**config.mk**
```make
export PLATFORM = sky130hd
export DESIGN_NAME = shs_homing
export DESIGN_NICKNAME = d
export VERILOG_FILES = /design/src/hdl/shs_sync.v /design/src/hdl/shs_scale.v /design/src/hdl/shs_homing.v
export VERILOG_INCLUDE_DIRS = /design/src /design/src/hdl
export SDC_FILE = /design/constraint.sdc
export NUM_CORES = 2
export LEC_CHECK = 0
export BUFFER_PORTS_ARGS = -buffer_cell sky130_fd_sc_hd__buf_4
export CORE_MARGIN = 8
export CORE_UTILIZATION = 62
export CTS_CLUSTER_DIAMETER = 60
export CTS_CLUSTER_SIZE = 10
export DETAILED_ROUTE_END_ITERATION = 8
export GPL_TIMING_DRIVEN = 0
export PLACE_DENSITY = 0.82
export SLEW_MARGIN = 20
export SYNTH_ARGS = -nofsm -noshare
export SYNTH_HDL_FRONTEND = slang
export SYNTH_HIERARCHICAL = 1
export SYNTH_SLANG_ARGS = --single-unit
```
**constraint.sdc**
```tcl
create_clock -name aclk -period 13.32 [get_ports aclk]
set_input_delay 2.664 -clock aclk [delete_from_list [all_inputs] [get_ports aclk]]
set_output_delay 2.664 -clock aclk [all_outputs]
set_load 0.05 [all_outputs]
```
**src/hdl/shs_defines.vh**
```
`ifndef SHS_DEFINES_VH
`define SHS_DEFINES_VH
// ----------------------------------------
// Register byte offsets
// ----------------------------------------
`define SHS_REG_CTRL        8'h00
`define SHS_REG_CONFIG      8'h04
`define SHS_REG_VELOCITY    8'h08
`define SHS_REG_RAMPS       8'h0C
`define SHS_REG_OFFSET      8'h10
`define SHS_REG_GEARING     8'h14
`define SHS_REG_CURRENT     8'h18
`define SHS_REG_STATUS      8'h1C
`define SHS_REG_REFPOS      8'h20
`define SHS_REG_ID          8'h24
// ----------------------------------------
// Field positions
// ----------------------------------------
`define SHS_CTRL_START      0
`define SHS_CTRL_STOP       1
`define SHS_CFG_TYPE_LSB    0
`define SHS_CFG_DIR_LSB     4
`define SHS_CFG_ILIM_EN     8
`define SHS_CFG_REFPOL      9
`define SHS_RAMP_DEC_LSB    16
// ----------------------------------------
// Reset values and codes
// ----------------------------------------
`define SHS_RAMP_DEFAULT_MS 15'h000A
`define SHS_RAMP_MAX_MS     15'h7FFF
`define SHS_OFFSET_DEFAULT  32'h00000000
`define SHS_DIR_NEG         2'h0
`define SHS_DIR_POS         2'h1
`define SHS_DIR_SHORT       2'h2
// Arbitrary identification value
`define SHS_ID_VALUE        32'h5A5A0001
// ----------------------------------------
// Timing
// ----------------------------------------
`define SHS_CLK_MHZ         125
`define SHS_MS_CYCLES       (`SHS_CLK_MHZ * 1000)
`endif

```
**src/hdl/shs_sync.v**
```verilog
`timescale 1ns/100ps
`default_nettype none
// ----------------------------------------
// Two-stage synchroniser for pin inputs
// ----------------------------------------
module shs_sync #(
	parameter W = 4
) (
	input  wire         aclk,
	input  wire         aresetn,
	input  wire         ce,
	input  wire [W-1:0] d,
	output wire [W-1:0] q
);
	reg [W-1:0] s1_q;
	reg [W-1:0] s2_q;
	always @(posedge aclk) begin
		if (!aresetn) begin
			s1_q <= {W{1'b0}};
			s2_q <= {W{1'b0}};
		end else if (ce) begin
			s1_q <= d;
			s2_q <= s1_q;
		end
	end
	assign q = s2_q;
endmodule
`default_nettype wire

```
**src/hdl/shs_scale.v**
```verilog
`timescale 1ns/100ps
`default_nettype none
// ----------------------------------------
// Absolute position scaling: pos*num/den + offset
// ----------------------------------------
// Sequential restoring divider; one quotient bit per cycle keeps area small.
module shs_scale (
	input  wire        aclk,
	input  wire        aresetn,
	input  wire        ce,
	input  wire        start,
	input  wire [31:0] position,
	input  wire [15:0] numerator,
	input  wire [15:0] denominator,
	input  wire [31:0] offset,
	output reg         done,
	output reg  [31:0] result
);
	reg [47:0] dividend_q;
	reg [47:0] rem_q;
	reg [47:0] quot_q;
	reg [5:0]  cnt_q;
	reg        busy_q;
	reg        neg_q;
	wire [47:0] rem_sh = {rem_q[46:0], dividend_q[47]};
	wire [47:0] den_ext = {32'h00000000, denominator};
	wire [31:0] mag = position[31] ? (32'h00000000 - position) : position;
	wire [31:0] q_s = neg_q ? (32'h00000000 - quot_q[31:0]) : quot_q[31:0];
	always @(posedge aclk) begin
		if (!aresetn) begin
			dividend_q <= 48'h000000000000;
			rem_q      <= 48'h000000000000;
			quot_q     <= 48'h000000000000;
			cnt_q      <= 6'h00;
			busy_q     <= 1'b0;
			neg_q      <= 1'b0;
			done       <= 1'b0;
			result     <= 32'h00000000;
		end else if (ce) begin
			done <= 1'b0;
			if (start && !busy_q) begin
				dividend_q <= mag * numerator;
				rem_q      <= 48'h000000000000;
				quot_q     <= 48'h000000000000;
				cnt_q      <= 6'h30;
				neg_q      <= position[31];
				busy_q     <= 1'b1;
			end else if (busy_q) begin
				dividend_q <= {dividend_q[46:0], 1'b0};
				if (rem_sh >= den_ext && denominator != 16'h0000) begin
					rem_q  <= rem_sh - den_ext;
					quot_q <= {quot_q[46:0], 1'b1};
				end else begin
					rem_q  <= rem_sh;
					quot_q <= {quot_q[46:0], 1'b0};
				end
				cnt_q <= cnt_q - 6'h01;
				if (cnt_q == 6'h01)
					busy_q <= 1'b0;
			end
			if (!start && !busy_q && cnt_q == 6'h00 && quot_q != 48'h0 && !done) begin
				result <= result;
			end
			if (busy_q && cnt_q == 6'h01) begin
				done <= 1'b1;
			end
			if (done) begin
				result <= q_s + offset;
			end
		end
	end
endmodule
`default_nettype wire

```
**src/hdl/shs_homing.v**
```verilog
`include "shs_defines.vh"
`timescale 1ns/100ps
`default_nettype none
// How it works
// - Type 0: reference at setpoint, no motion
// - Type 1: reference switch, then zero mark
// - Type 2: limit switch, then zero mark
// - Type 3: reference at reference switch edge
// - Type 4: reference at limit switch edge
// - Type 5: move to next zero mark
// - Type 6: reference at actual position
// - Type 7: mechanical stop, then zero mark
// - Type 7 limits current to the current register if enabled, else STOP_CURRENT
// - Type 8: scaled absolute position is target
// - Zero mark hold is within one count
// - Direction code: 0 neg, 1 pos, 2 shortest
// - Shortest direction only for type five
// - Velocity magnitude, sign from direction
// - Accel ramp 1..32767 ms, default 10
// - Decel ramp; emergency ramp at limit in types 2 and 4
// - Reference point value equals offset; type 8 adds offset to scaled position
// - Offset change waits for next homing
// - Start held; complete and loop enabled in the same cycle
module shs_homing #(
	parameter POS_PER_TURN  = 32'h00100000,
	parameter STOP_CURRENT  = 16'h0100,
	parameter STOP_CYCLES   = 32'd12500
) (
	input  wire        aclk,
	input  wire        aresetn,
	input  wire        ce,
	input  wire [31:0] s_axi_awaddr,
	input  wire        s_axi_awvalid,
	output reg         s_axi_awready,
	input  wire [31:0] s_axi_wdata,
	input  wire [3:0]  s_axi_wstrb,
	input  wire        s_axi_wvalid,
	output reg         s_axi_wready,
	output reg  [1:0]  s_axi_bresp,
	output reg         s_axi_bvalid,
	input  wire        s_axi_bready,
	input  wire [31:0] s_axi_araddr,
	input  wire        s_axi_arvalid,
	output reg         s_axi_arready,
	output reg  [31:0] s_axi_rdata,
	output reg  [1:0]  s_axi_rresp,
	output reg         s_axi_rvalid,
	input  wire        s_axi_rready,
	input  wire        negative_limit_switch,
	input  wire        positive_limit_switch,
	input  wire        reference_switch,
	input  wire        feedback_zero_mark,
	input  wire [31:0] actual_position,
	input  wire [31:0] setpoint_position,
	input  wire [31:0] absolute_position,
	input  wire [15:0] motor_current,
	output reg  [31:0] velocity_command,
	output reg  [14:0] accel_ramp_ms,
	output reg  [14:0] decel_ramp_ms,
	output reg         emergency_ramp,
	output reg  [15:0] current_limit,
	output reg         current_limit_en,
	output reg  [31:0] reference_position,
	output reg         reference_load,
	output reg         homing_complete,
	output reg         position_loop_enable
);
	// ----------------------------------------
	// States
	// ----------------------------------------
	localparam ST_IDLE   = 3'h0;
	localparam ST_SEEK   = 3'h1;
	localparam ST_MARK   = 3'h2;
	localparam ST_SCALE  = 3'h3;
	localparam ST_TARGET = 3'h4;
	localparam ST_SET    = 3'h5;
	localparam ST_DONE   = 3'h6;

	// ----------------------------------------
	// Registers
	// ----------------------------------------
	reg        start_q;
	reg [3:0]  type_q;
	reg [1:0]  dir_q;
	reg        ilim_en_q;
	reg        refpol_q;
	reg [31:0] vel_q;
	reg [14:0] acc_q;
	reg [14:0] dec_q;
	reg [31:0] offset_q;
	reg [15:0] num_q;
	reg [15:0] den_q;
	reg [15:0] ilim_q;
	reg [2:0]  st_q;
	reg        dir_pos_q;
	reg [31:0] ref_val_q;
	reg [31:0] off_latched_q;
	reg [31:0] stall_q;
	reg [31:0] target_q;
	reg        scale_go_q;
	reg [3:0]  pin_d1_q;
	reg        aw_hold_q;
	reg        w_hold_q;
	reg [31:0] awaddr_q;
	reg [31:0] wdata_q;
	reg [3:0]  wstrb_q;

	wire [3:0]  pins;
	wire        nlim = pins[0];
	wire        plim = pins[1];
	wire        refsw = pins[2] ^ refpol_q;
	wire        zmark = pins[3];
	wire        zmark_rise = pins[3] & ~pin_d1_q[3];
	wire        ref_edge = (pins[2] ^ pin_d1_q[2]);
	wire        scale_done;
	wire [31:0] scale_res;
	wire [31:0] vel_mag = vel_q[31] ? (32'h00000000 - vel_q) : vel_q;
	wire [31:0] frac = actual_position % POS_PER_TURN;

	shs_sync #(
		.W (4)
	) u_sync (
		.aclk    (aclk),
		.aresetn (aresetn),
		.ce      (ce),
		.d       ({feedback_zero_mark, reference_switch, positive_limit_switch, negative_limit_switch}),
		.q       (pins)
	);

	shs_scale u_scale (
		.aclk        (aclk),
		.aresetn     (aresetn),
		.ce          (ce),
		.start       (scale_go_q),
		.position    (absolute_position),
		.numerator   (num_q),
		.denominator (den_q),
		.offset      (off_latched_q),
		.done        (scale_done),
		.result      (scale_res)
	);

	function [14:0] clamp_ramp;
		input [31:0] w;
		begin
			clamp_ramp = (w[14:0] == 15'h0000) ? 15'h0001 : w[14:0];
		end
	endfunction

	// ----------------------------------------
	// AXI4-Lite slave
	// ----------------------------------------
	wire       wr_fire = aw_hold_q && w_hold_q && !s_axi_bvalid;
	wire [7:0] wa = awaddr_q[7:0];
	wire       wr_map = (awaddr_q[31:8] == 24'h000000) && (wa <= `SHS_REG_ID) && (wa[1:0] == 2'h0);
	reg  [31:0] rd_mux;
	reg         rd_ok;
	always @* begin
		rd_ok = (s_axi_araddr[31:8] == 24'h000000) && (s_axi_araddr[1:0] == 2'h0);
		case (s_axi_araddr[7:0])
		`SHS_REG_CTRL:     rd_mux = {31'h00000000, start_q};
		`SHS_REG_CONFIG:   rd_mux = {22'h000000, refpol_q, ilim_en_q, 2'h0, dir_q, type_q};
		`SHS_REG_VELOCITY: rd_mux = vel_q;
		`SHS_REG_RAMPS:    rd_mux = {1'b0, dec_q, 1'b0, acc_q};
		`SHS_REG_OFFSET:   rd_mux = offset_q;
		`SHS_REG_GEARING:  rd_mux = {den_q, num_q};
		`SHS_REG_CURRENT:  rd_mux = {16'h0000, ilim_q};
		`SHS_REG_STATUS:   rd_mux = {23'h000000, pins, st_q, homing_complete, position_loop_enable};
		`SHS_REG_REFPOS:   rd_mux = reference_position;
		`SHS_REG_ID:       rd_mux = `SHS_ID_VALUE;
		default: begin
			rd_mux = 32'h00000000;
			rd_ok  = 1'b0;
		end
		endcase
	end

	always @(posedge aclk) begin
		if (!aresetn) begin
			s_axi_awready <= 1'b0;
			s_axi_wready  <= 1'b0;
			s_axi_bvalid  <= 1'b0;
			s_axi_bresp   <= 2'h0;
			s_axi_arready <= 1'b0;
			s_axi_rvalid  <= 1'b0;
			s_axi_rresp   <= 2'h0;
			s_axi_rdata   <= 32'h00000000;
			aw_hold_q     <= 1'b0;
			w_hold_q      <= 1'b0;
			awaddr_q      <= 32'h00000000;
			wdata_q       <= 32'h00000000;
			wstrb_q       <= 4'h0;
			start_q       <= 1'b0;
			type_q        <= 4'h0;
			dir_q         <= `SHS_DIR_NEG;
			ilim_en_q     <= 1'b0;
			refpol_q      <= 1'b0;
			vel_q         <= 32'h00000000;
			acc_q         <= `SHS_RAMP_DEFAULT_MS;
			dec_q         <= `SHS_RAMP_DEFAULT_MS;
			offset_q      <= `SHS_OFFSET_DEFAULT;
			num_q         <= 16'h0001;
			den_q         <= 16'h0001;
			ilim_q        <= 16'hFFFF;
		end else if (ce) begin
			s_axi_awready <= 1'b0;
			s_axi_wready  <= 1'b0;
			s_axi_arready <= 1'b0;
			if (s_axi_awvalid && !aw_hold_q && !s_axi_awready) begin
				s_axi_awready <= 1'b1;
				aw_hold_q     <= 1'b1;
				awaddr_q      <= s_axi_awaddr;
			end
			if (s_axi_wvalid && !w_hold_q && !s_axi_wready) begin
				s_axi_wready <= 1'b1;
				w_hold_q     <= 1'b1;
				wdata_q      <= s_axi_wdata;
				wstrb_q      <= s_axi_wstrb;
			end
			if (wr_fire) begin
				aw_hold_q    <= 1'b0;
				w_hold_q     <= 1'b0;
				s_axi_bvalid <= 1'b1;
				s_axi_bresp  <= wr_map ? 2'h0 : 2'h2;
				// Whole-word writes only; partial strobes would split ramps and gearing
				if (wr_map && wstrb_q == 4'hF) begin
					case (wa)
					`SHS_REG_CTRL:     start_q <= wdata_q[`SHS_CTRL_START] & ~wdata_q[`SHS_CTRL_STOP];
					`SHS_REG_CONFIG: begin
						type_q    <= wdata_q[`SHS_CFG_TYPE_LSB +: 4];
						dir_q     <= wdata_q[`SHS_CFG_DIR_LSB +: 2];
						ilim_en_q <= wdata_q[`SHS_CFG_ILIM_EN];
						refpol_q  <= wdata_q[`SHS_CFG_REFPOL];
					end
					`SHS_REG_VELOCITY: vel_q <= wdata_q;
					`SHS_REG_RAMPS: begin
						acc_q <= clamp_ramp(wdata_q);
						dec_q <= clamp_ramp(wdata_q >> `SHS_RAMP_DEC_LSB);
					end
					`SHS_REG_OFFSET:   offset_q <= wdata_q;
					`SHS_REG_GEARING: begin
						num_q <= wdata_q[15:0];
						den_q <= wdata_q[31:16];
					end
					`SHS_REG_CURRENT:  ilim_q <= wdata_q[15:0];
					default: ;
					endcase
				end
			end else if (s_axi_bvalid && s_axi_bready) begin
				s_axi_bvalid <= 1'b0;
			end
			if (s_axi_arvalid && !s_axi_rvalid && !s_axi_arready) begin
				s_axi_arready <= 1'b1;
				s_axi_rvalid  <= 1'b1;
				s_axi_rdata   <= rd_mux;
				s_axi_rresp   <= rd_ok ? 2'h0 : 2'h2;
			end else if (s_axi_rvalid && s_axi_rready) begin
				s_axi_rvalid <= 1'b0;
			end
		end
	end

	// ----------------------------------------
	// Homing sequencer
	// ----------------------------------------
	// Limit and reference edges are taken at the synchronised level, so the
	// captured position lags the true transition by a few position-loop cycles.
	always @(posedge aclk) begin
		if (!aresetn) begin
			st_q                 <= ST_IDLE;
			dir_pos_q            <= 1'b0;
			ref_val_q            <= 32'h00000000;
			off_latched_q        <= 32'h00000000;
			stall_q              <= 32'h00000000;
			target_q             <= 32'h00000000;
			scale_go_q           <= 1'b0;
			pin_d1_q             <= 4'h0;
			velocity_command     <= 32'h00000000;
			accel_ramp_ms        <= `SHS_RAMP_DEFAULT_MS;
			decel_ramp_ms        <= `SHS_RAMP_DEFAULT_MS;
			emergency_ramp       <= 1'b0;
			current_limit        <= 16'hFFFF;
			current_limit_en     <= 1'b0;
			reference_position   <= 32'h00000000;
			reference_load       <= 1'b0;
			homing_complete      <= 1'b0;
			position_loop_enable <= 1'b0;
		end else if (ce) begin
			pin_d1_q       <= pins;
			reference_load <= 1'b0;
			scale_go_q     <= 1'b0;
			accel_ramp_ms  <= acc_q;
			decel_ramp_ms  <= dec_q;
			if (!start_q && st_q != ST_IDLE) begin
				// Start dropped or stop: abort, loop stays off
				st_q             <= ST_IDLE;
				velocity_command <= 32'h00000000;
				emergency_ramp   <= 1'b0;
				current_limit_en <= 1'b0;
				current_limit    <= 16'hFFFF;
			end else begin
				case (st_q)
				ST_IDLE: begin
					if (start_q && !homing_complete) begin
						homing_complete      <= 1'b0;
						position_loop_enable <= 1'b0;
						off_latched_q        <= offset_q;
						stall_q              <= 32'h00000000;
						emergency_ramp       <= 1'b0;
						// Shortest way: past half a turn the mark is nearer ahead
						if (dir_q == `SHS_DIR_SHORT && type_q == 4'h5)
							dir_pos_q <= (frac >= (POS_PER_TURN >> 1));
						else
							dir_pos_q <= (dir_q == `SHS_DIR_POS);
						case (type_q)
						4'h0: begin
							ref_val_q <= setpoint_position;
							st_q      <= ST_SET;
						end
						4'h6: begin
							ref_val_q <= actual_position;
							st_q      <= ST_SET;
						end
						4'h8: begin
							scale_go_q <= 1'b1;
							st_q       <= ST_SCALE;
						end
						4'h5:    st_q <= ST_MARK;
						default: st_q <= ST_SEEK;
						endcase
						if (type_q == 4'h7) begin
							current_limit_en <= 1'b1;
							current_limit    <= ilim_en_q ? ilim_q : STOP_CURRENT;
						end
					end else if (!start_q) begin
						homing_complete <= 1'b0;
					end
				end
				ST_SEEK: begin
					velocity_command <= dir_pos_q ? vel_mag : (32'h00000000 - vel_mag);
					case (type_q)
					4'h1, 4'h3: begin
						if (ref_edge && refsw) begin
							if (type_q == 4'h3) begin
								ref_val_q <= actual_position;
								st_q      <= ST_SET;
							end else begin
								st_q <= ST_MARK;
							end
						end else if ((dir_pos_q && plim) || (!dir_pos_q && nlim)) begin
							dir_pos_q <= ~dir_pos_q;
						end
					end
					4'h2, 4'h4: begin
						if ((dir_pos_q && plim) || (!dir_pos_q && nlim)) begin
							emergency_ramp <= 1'b1;
							dir_pos_q      <= ~dir_pos_q;
							if (type_q == 4'h4) begin
								ref_val_q <= actual_position;
								st_q      <= ST_SET;
							end else begin
								st_q <= ST_MARK;
							end
						end
					end
					default: begin
						// Mechanical stop seen as current at limit for a held time
						if (motor_current >= current_limit)
							stall_q <= stall_q + 32'h00000001;
						else
							stall_q <= 32'h00000000;
						if (stall_q >= STOP_CYCLES) begin
							dir_pos_q <= ~dir_pos_q;
							st_q      <= ST_MARK;
						end
					end
					endcase
				end
				ST_MARK: begin
					velocity_command <= dir_pos_q ? vel_mag : (32'h00000000 - vel_mag);
					// Loop holds only within one count, so a restart may go a full turn
					if (zmark_rise) begin
						ref_val_q <= actual_position;
						st_q      <= ST_SET;
					end
				end
				ST_SCALE: begin
					if (scale_done)
						st_q <= ST_TARGET;
				end
				ST_TARGET: begin
					// Completion waits for the done state, one cycle after the load
					target_q           <= scale_res;
					reference_position <= scale_res;
					reference_load     <= 1'b1;
					st_q               <= ST_DONE;
				end
				ST_SET: begin
					velocity_command   <= 32'h00000000;
					reference_position <= off_latched_q;
					reference_load     <= 1'b1;
					st_q               <= ST_DONE;
				end
				ST_DONE: begin
					current_limit_en     <= 1'b0;
					current_limit        <= 16'hFFFF;
					emergency_ramp       <= 1'b0;
					homing_complete      <= 1'b1;
					position_loop_enable <= 1'b1;
					st_q                 <= ST_IDLE;
				end
				default: st_q <= ST_IDLE;
				endcase
			end
		end
	end
endmodule
`default_nettype wire

```
==> reports/qor.csv <==
stage,metric,value,unit
timing,fmax,82.0,MHz
worst_setup_path,cp-start-kind,input pin,
worst_hold_path,min_to,u_scale/dividend_q[36],
power_and_ir_drop,p_leak,23.9,nW
finish,nets,7011,
finish,fillers,6296,
yosys,synth_area,48400,um2
timing,hold_viol,0,
yosys,synth_area_per_cell,8.36,um2
routing,vias,44876,
routing,drt_iter0_markers,4846,
clock_tree,clockBufferDepth,3,
global_route,grt_pass1_wl,257000,um
finish,post-route-util,70.3,%
yosys,yosys_warnings,6,
global_route,grt.busiest_layer,met2,
power_and_ir_drop,clock_power_share,46.4,%
yosys,syn_inst,5785,
power_and_ir_drop,internal-power,0.00311,W
global_route,grt_max_degree,18,
clock_tree,cts_root_buffer,clkbuf_16,
yosys,synthDistinctLibCells,93,
global_route,antenna_found_initial,3,
power_and_ir_drop,power_switching,0.00111,W
routing,via_per_inst,6.19,
global_route,track_usage,37.9,%
worst_hold_path,worstHoldPathType,reg2reg,
clock_tree,clkLatencyLatePin,0.65,ns
die,rows,102,
worst_setup_path,required,13.89,ns
worst_setup_path,r2r_slack,4.92,ns
routing,wl_per_cell,23.2,um
yosys,seq_area_frac_synth,25.7,%
timing,finalSetupViolCount,0,
global_route,grtUsageMet3,9.62,%
timing,skew,0.0580,ns
clock_tree,cts_buffers,77,
die,start_util,62.5,%
timing,maxSlewHeadroom,19.8,%
routing,ant_nets,0,
worst_setup_path,cp_data_arrival_time,12.76,ns
timing,final.min_clock_period,12.19,ns
power_and_ir_drop,combPwrFrac,8.7,%
worst_setup_path,slowest_stage,xnor2_1,
clock_tree,cts_hold_buf,0,
power_and_ir_drop,vdd_drop_max,0.0891,mV
worst_setup_path,max_stage_delay,0.74,ns
timing,setup_tns,0,ns
worst_hold_path,holdPathStages,2,
worst_setup_path,crit_type,in2reg,
clock_tree,postCtsResizedCells,0,
worst_setup_path,timing.rr.end,u_scale/dividend_q[45],
global_route,grt_pass1_vias,43891,
global_route,grtUsageMet2,58.9,%
yosys,yosys.area.top_type,dfxtp_1,
clock_tree,htreeDepth,3,
timing,tightestPinTransition,1.19,ns
die,die_h,295,um
clock_tree,cts_tree,built,
timing,layout_worst_path_cycle_share,91.5,%
power_and_ir_drop,seq_power_share,44.9,%
worst_setup_path,endpoint_kind,register,
worst_setup_path,crit_fanout,10,
clock_tree,post_cts.repair.setup_buffers,0,
die,dieArea,87200,um2
worst_setup_path,reg2reg_from,num_q[11],
yosys,async_flop_share,0,%
yosys,synth_most_common_cell,nand2_1,
finish,multi_input_area,32500,um2
timing,slew_violations,0,
die,pin_count,380,
worst_hold_path,min-delay-start,u_scale/dividend_q[36],
power_and_ir_drop,p_sw_share,26.4,%
yosys,synth_seq_cells,622,
clock_tree,clock_sinks,622,
routing,drc,0,
global_route,grt-ovfl-total,0,
routing,wl,168000,um
yosys,synth-edff-count,0,
worst_setup_path,path_common_cell,fa_1,
finish,synthToLayoutAreaGrowth,12.3,%
place,io_buffers,311,
job,cap_violations,0,
worst_setup_path,r2r_cells,23,
power_and_ir_drop,powerDensity,77.7,nW/um2
global_route,grt_use_met1,49.1,%
clock_tree,clk_pin_slew,0.06,ns
finish,layout-drive-gt1-share,7.80,%
timing,rsz0062_at_grt,no,
die,dieWidth,295,um
yosys,synthFlopType,dfxtp_1,
yosys,synth_area_leaders,"dfxtp_1 (26%), fa_1 (17%), nand2_1 (7.9%)",
outcome,outcome,completed,
routing,first_pass_iters,8,
place,place_congestion,1.05,
yosys,synth_top_cells_by_count,"nand2_1 (1020), dfxtp_1 (622), inv_1 (510)",
finish,seq_area,12500,um2
place,hpwlAfterDp,131000,um
yosys,yosysTopAreaCellShare,25.7,%
die,fp.coreArea,77300,um2
-- worst max-delay path by stage --
stage | depth (start not counted) | to | start | slack [ns]
after CTS | 30 | u_scale/dividend_q[45] | absolute_position[0] | 1.48
after global placement | 32 | u_scale/dividend_q[47] | absolute_position[0] | 0.91
after floorplan | 32 | u_scale/dividend_q[47] | absolute_position[0] | 2.60
after detailed placement | 30 | u_scale/dividend_q[45] | absolute_position[0] | 0.85
after global routing | 29 | u_scale/dividend_q[45] | absolute_position[0] | 0.75
final | 29 | u_scale/dividend_q[45] | absolute_position[0] | 1.13
-- power by group through the flow --
stage                     clock [W]  combinational [W]  sequential, W
after global placement            0           0.000344        0.00193
after global routing        0.00204           0.000388        0.00189
after detailed placement          0           0.000349        0.00193
final                       0.00196           0.000367        0.00189
after CTS                   0.00196           0.000353        0.00189
after floorplan                   0           0.000193        0.00193
-- per-stage QoR --
step / total power (W) / hold slack, ns / setup slack, ns / cell area (um2) / instances
2_1_floorplan: 0.00212 / 0.410 / 2.60 / 48400 / 5786
3_3_place_gp: 0.00228 / 0.419 / 0.908 / 52000 / 7137
3_5_place_dp: 0.00228 / 0.425 / 0.850 / 52000 / 7137
4_1_cts: 0.00420 / 0.437 / 1.48 / 54300 / 7236
5_1_grt: 0.00432 / 0.467 / 0.747 / 54300 / 7238
6_report: 0.00422 / 0.438 / 1.13 / 54300 / 7244
-- sequential cells by signal, summed over array words and instances (netlist names), 32 cells and up --
| signal | count |
|---|---|
| awaddr_q | 32 |
| off_latched_q | 32 |
| offset_q | 32 |
| reference_position | 32 |
| s_axi_rdata | 32 |
| stall_q | 32 |
| u_scale/dividend_q | 48 |
| u_scale/quot_q | 32 |
| u_scale/rem_q | 47 |
| u_scale/result | 32 |
| vel_q | 32 |
| velocity_command | 32 |
| wdata_q | 32 |
-- cells by family after synthesis --
| group | share of synthesized area (%) |
|---|---|
| buffers and inverters | 7.06 |
| adders and majority gates | 22.3 |
| DFF | 25.7 |
| other | 0.00775 |
| xor gates and xnor gates | 4.64 |
| AOI/OAI and AO/OA | 16.0 |
| muxes | 2.74 |
| and+or+nand+nor | 21.5 |
-- cells in the final DEF, fill, tap and decap left out, types with 120 or more instances in the layout --
cell / instances
a21boi_0: 212
a21oi_1: 166
ha_1: 191
and2_1: 257
mux2i_1: 120
o21ai_0: 236
inv_1: 510
xnor2_1: 153
nor2b_1: 194
fa_1: 420
nor2_1: 191
buf_4: 313
nand3_1: 166
dfxtp_1: 622
nand2_1: 1020
clkbuf_1: 362
-- critical path, delay by kind of cell --
kind            cells  cell delay, ns
fa+ha+maj           8            3.90
xor+xnor            1            0.74
simple gates        7            1.65
buf+inv             7            2.12
compound gates      6            1.65
-- layer usage --
metal	vias up	wire length, um
met1	21664	64900
li1	20044	-
met3	571	18800
met5	-	0
met2	2597	74300
met4	0	9990
-- final cells by class --
class                   count  area share, %
inverters                 511           3.53
well taps                1040           2.39
plain buffers             388           2.75
clock inverters            18          0.599
repair buffers            311           4.30
flip-flops and latches    622           22.9
multi-input cells        4265           59.9
clock buffers              81           3.59
diodes                      8         0.0368
Power figures use the tool's default switching activity.
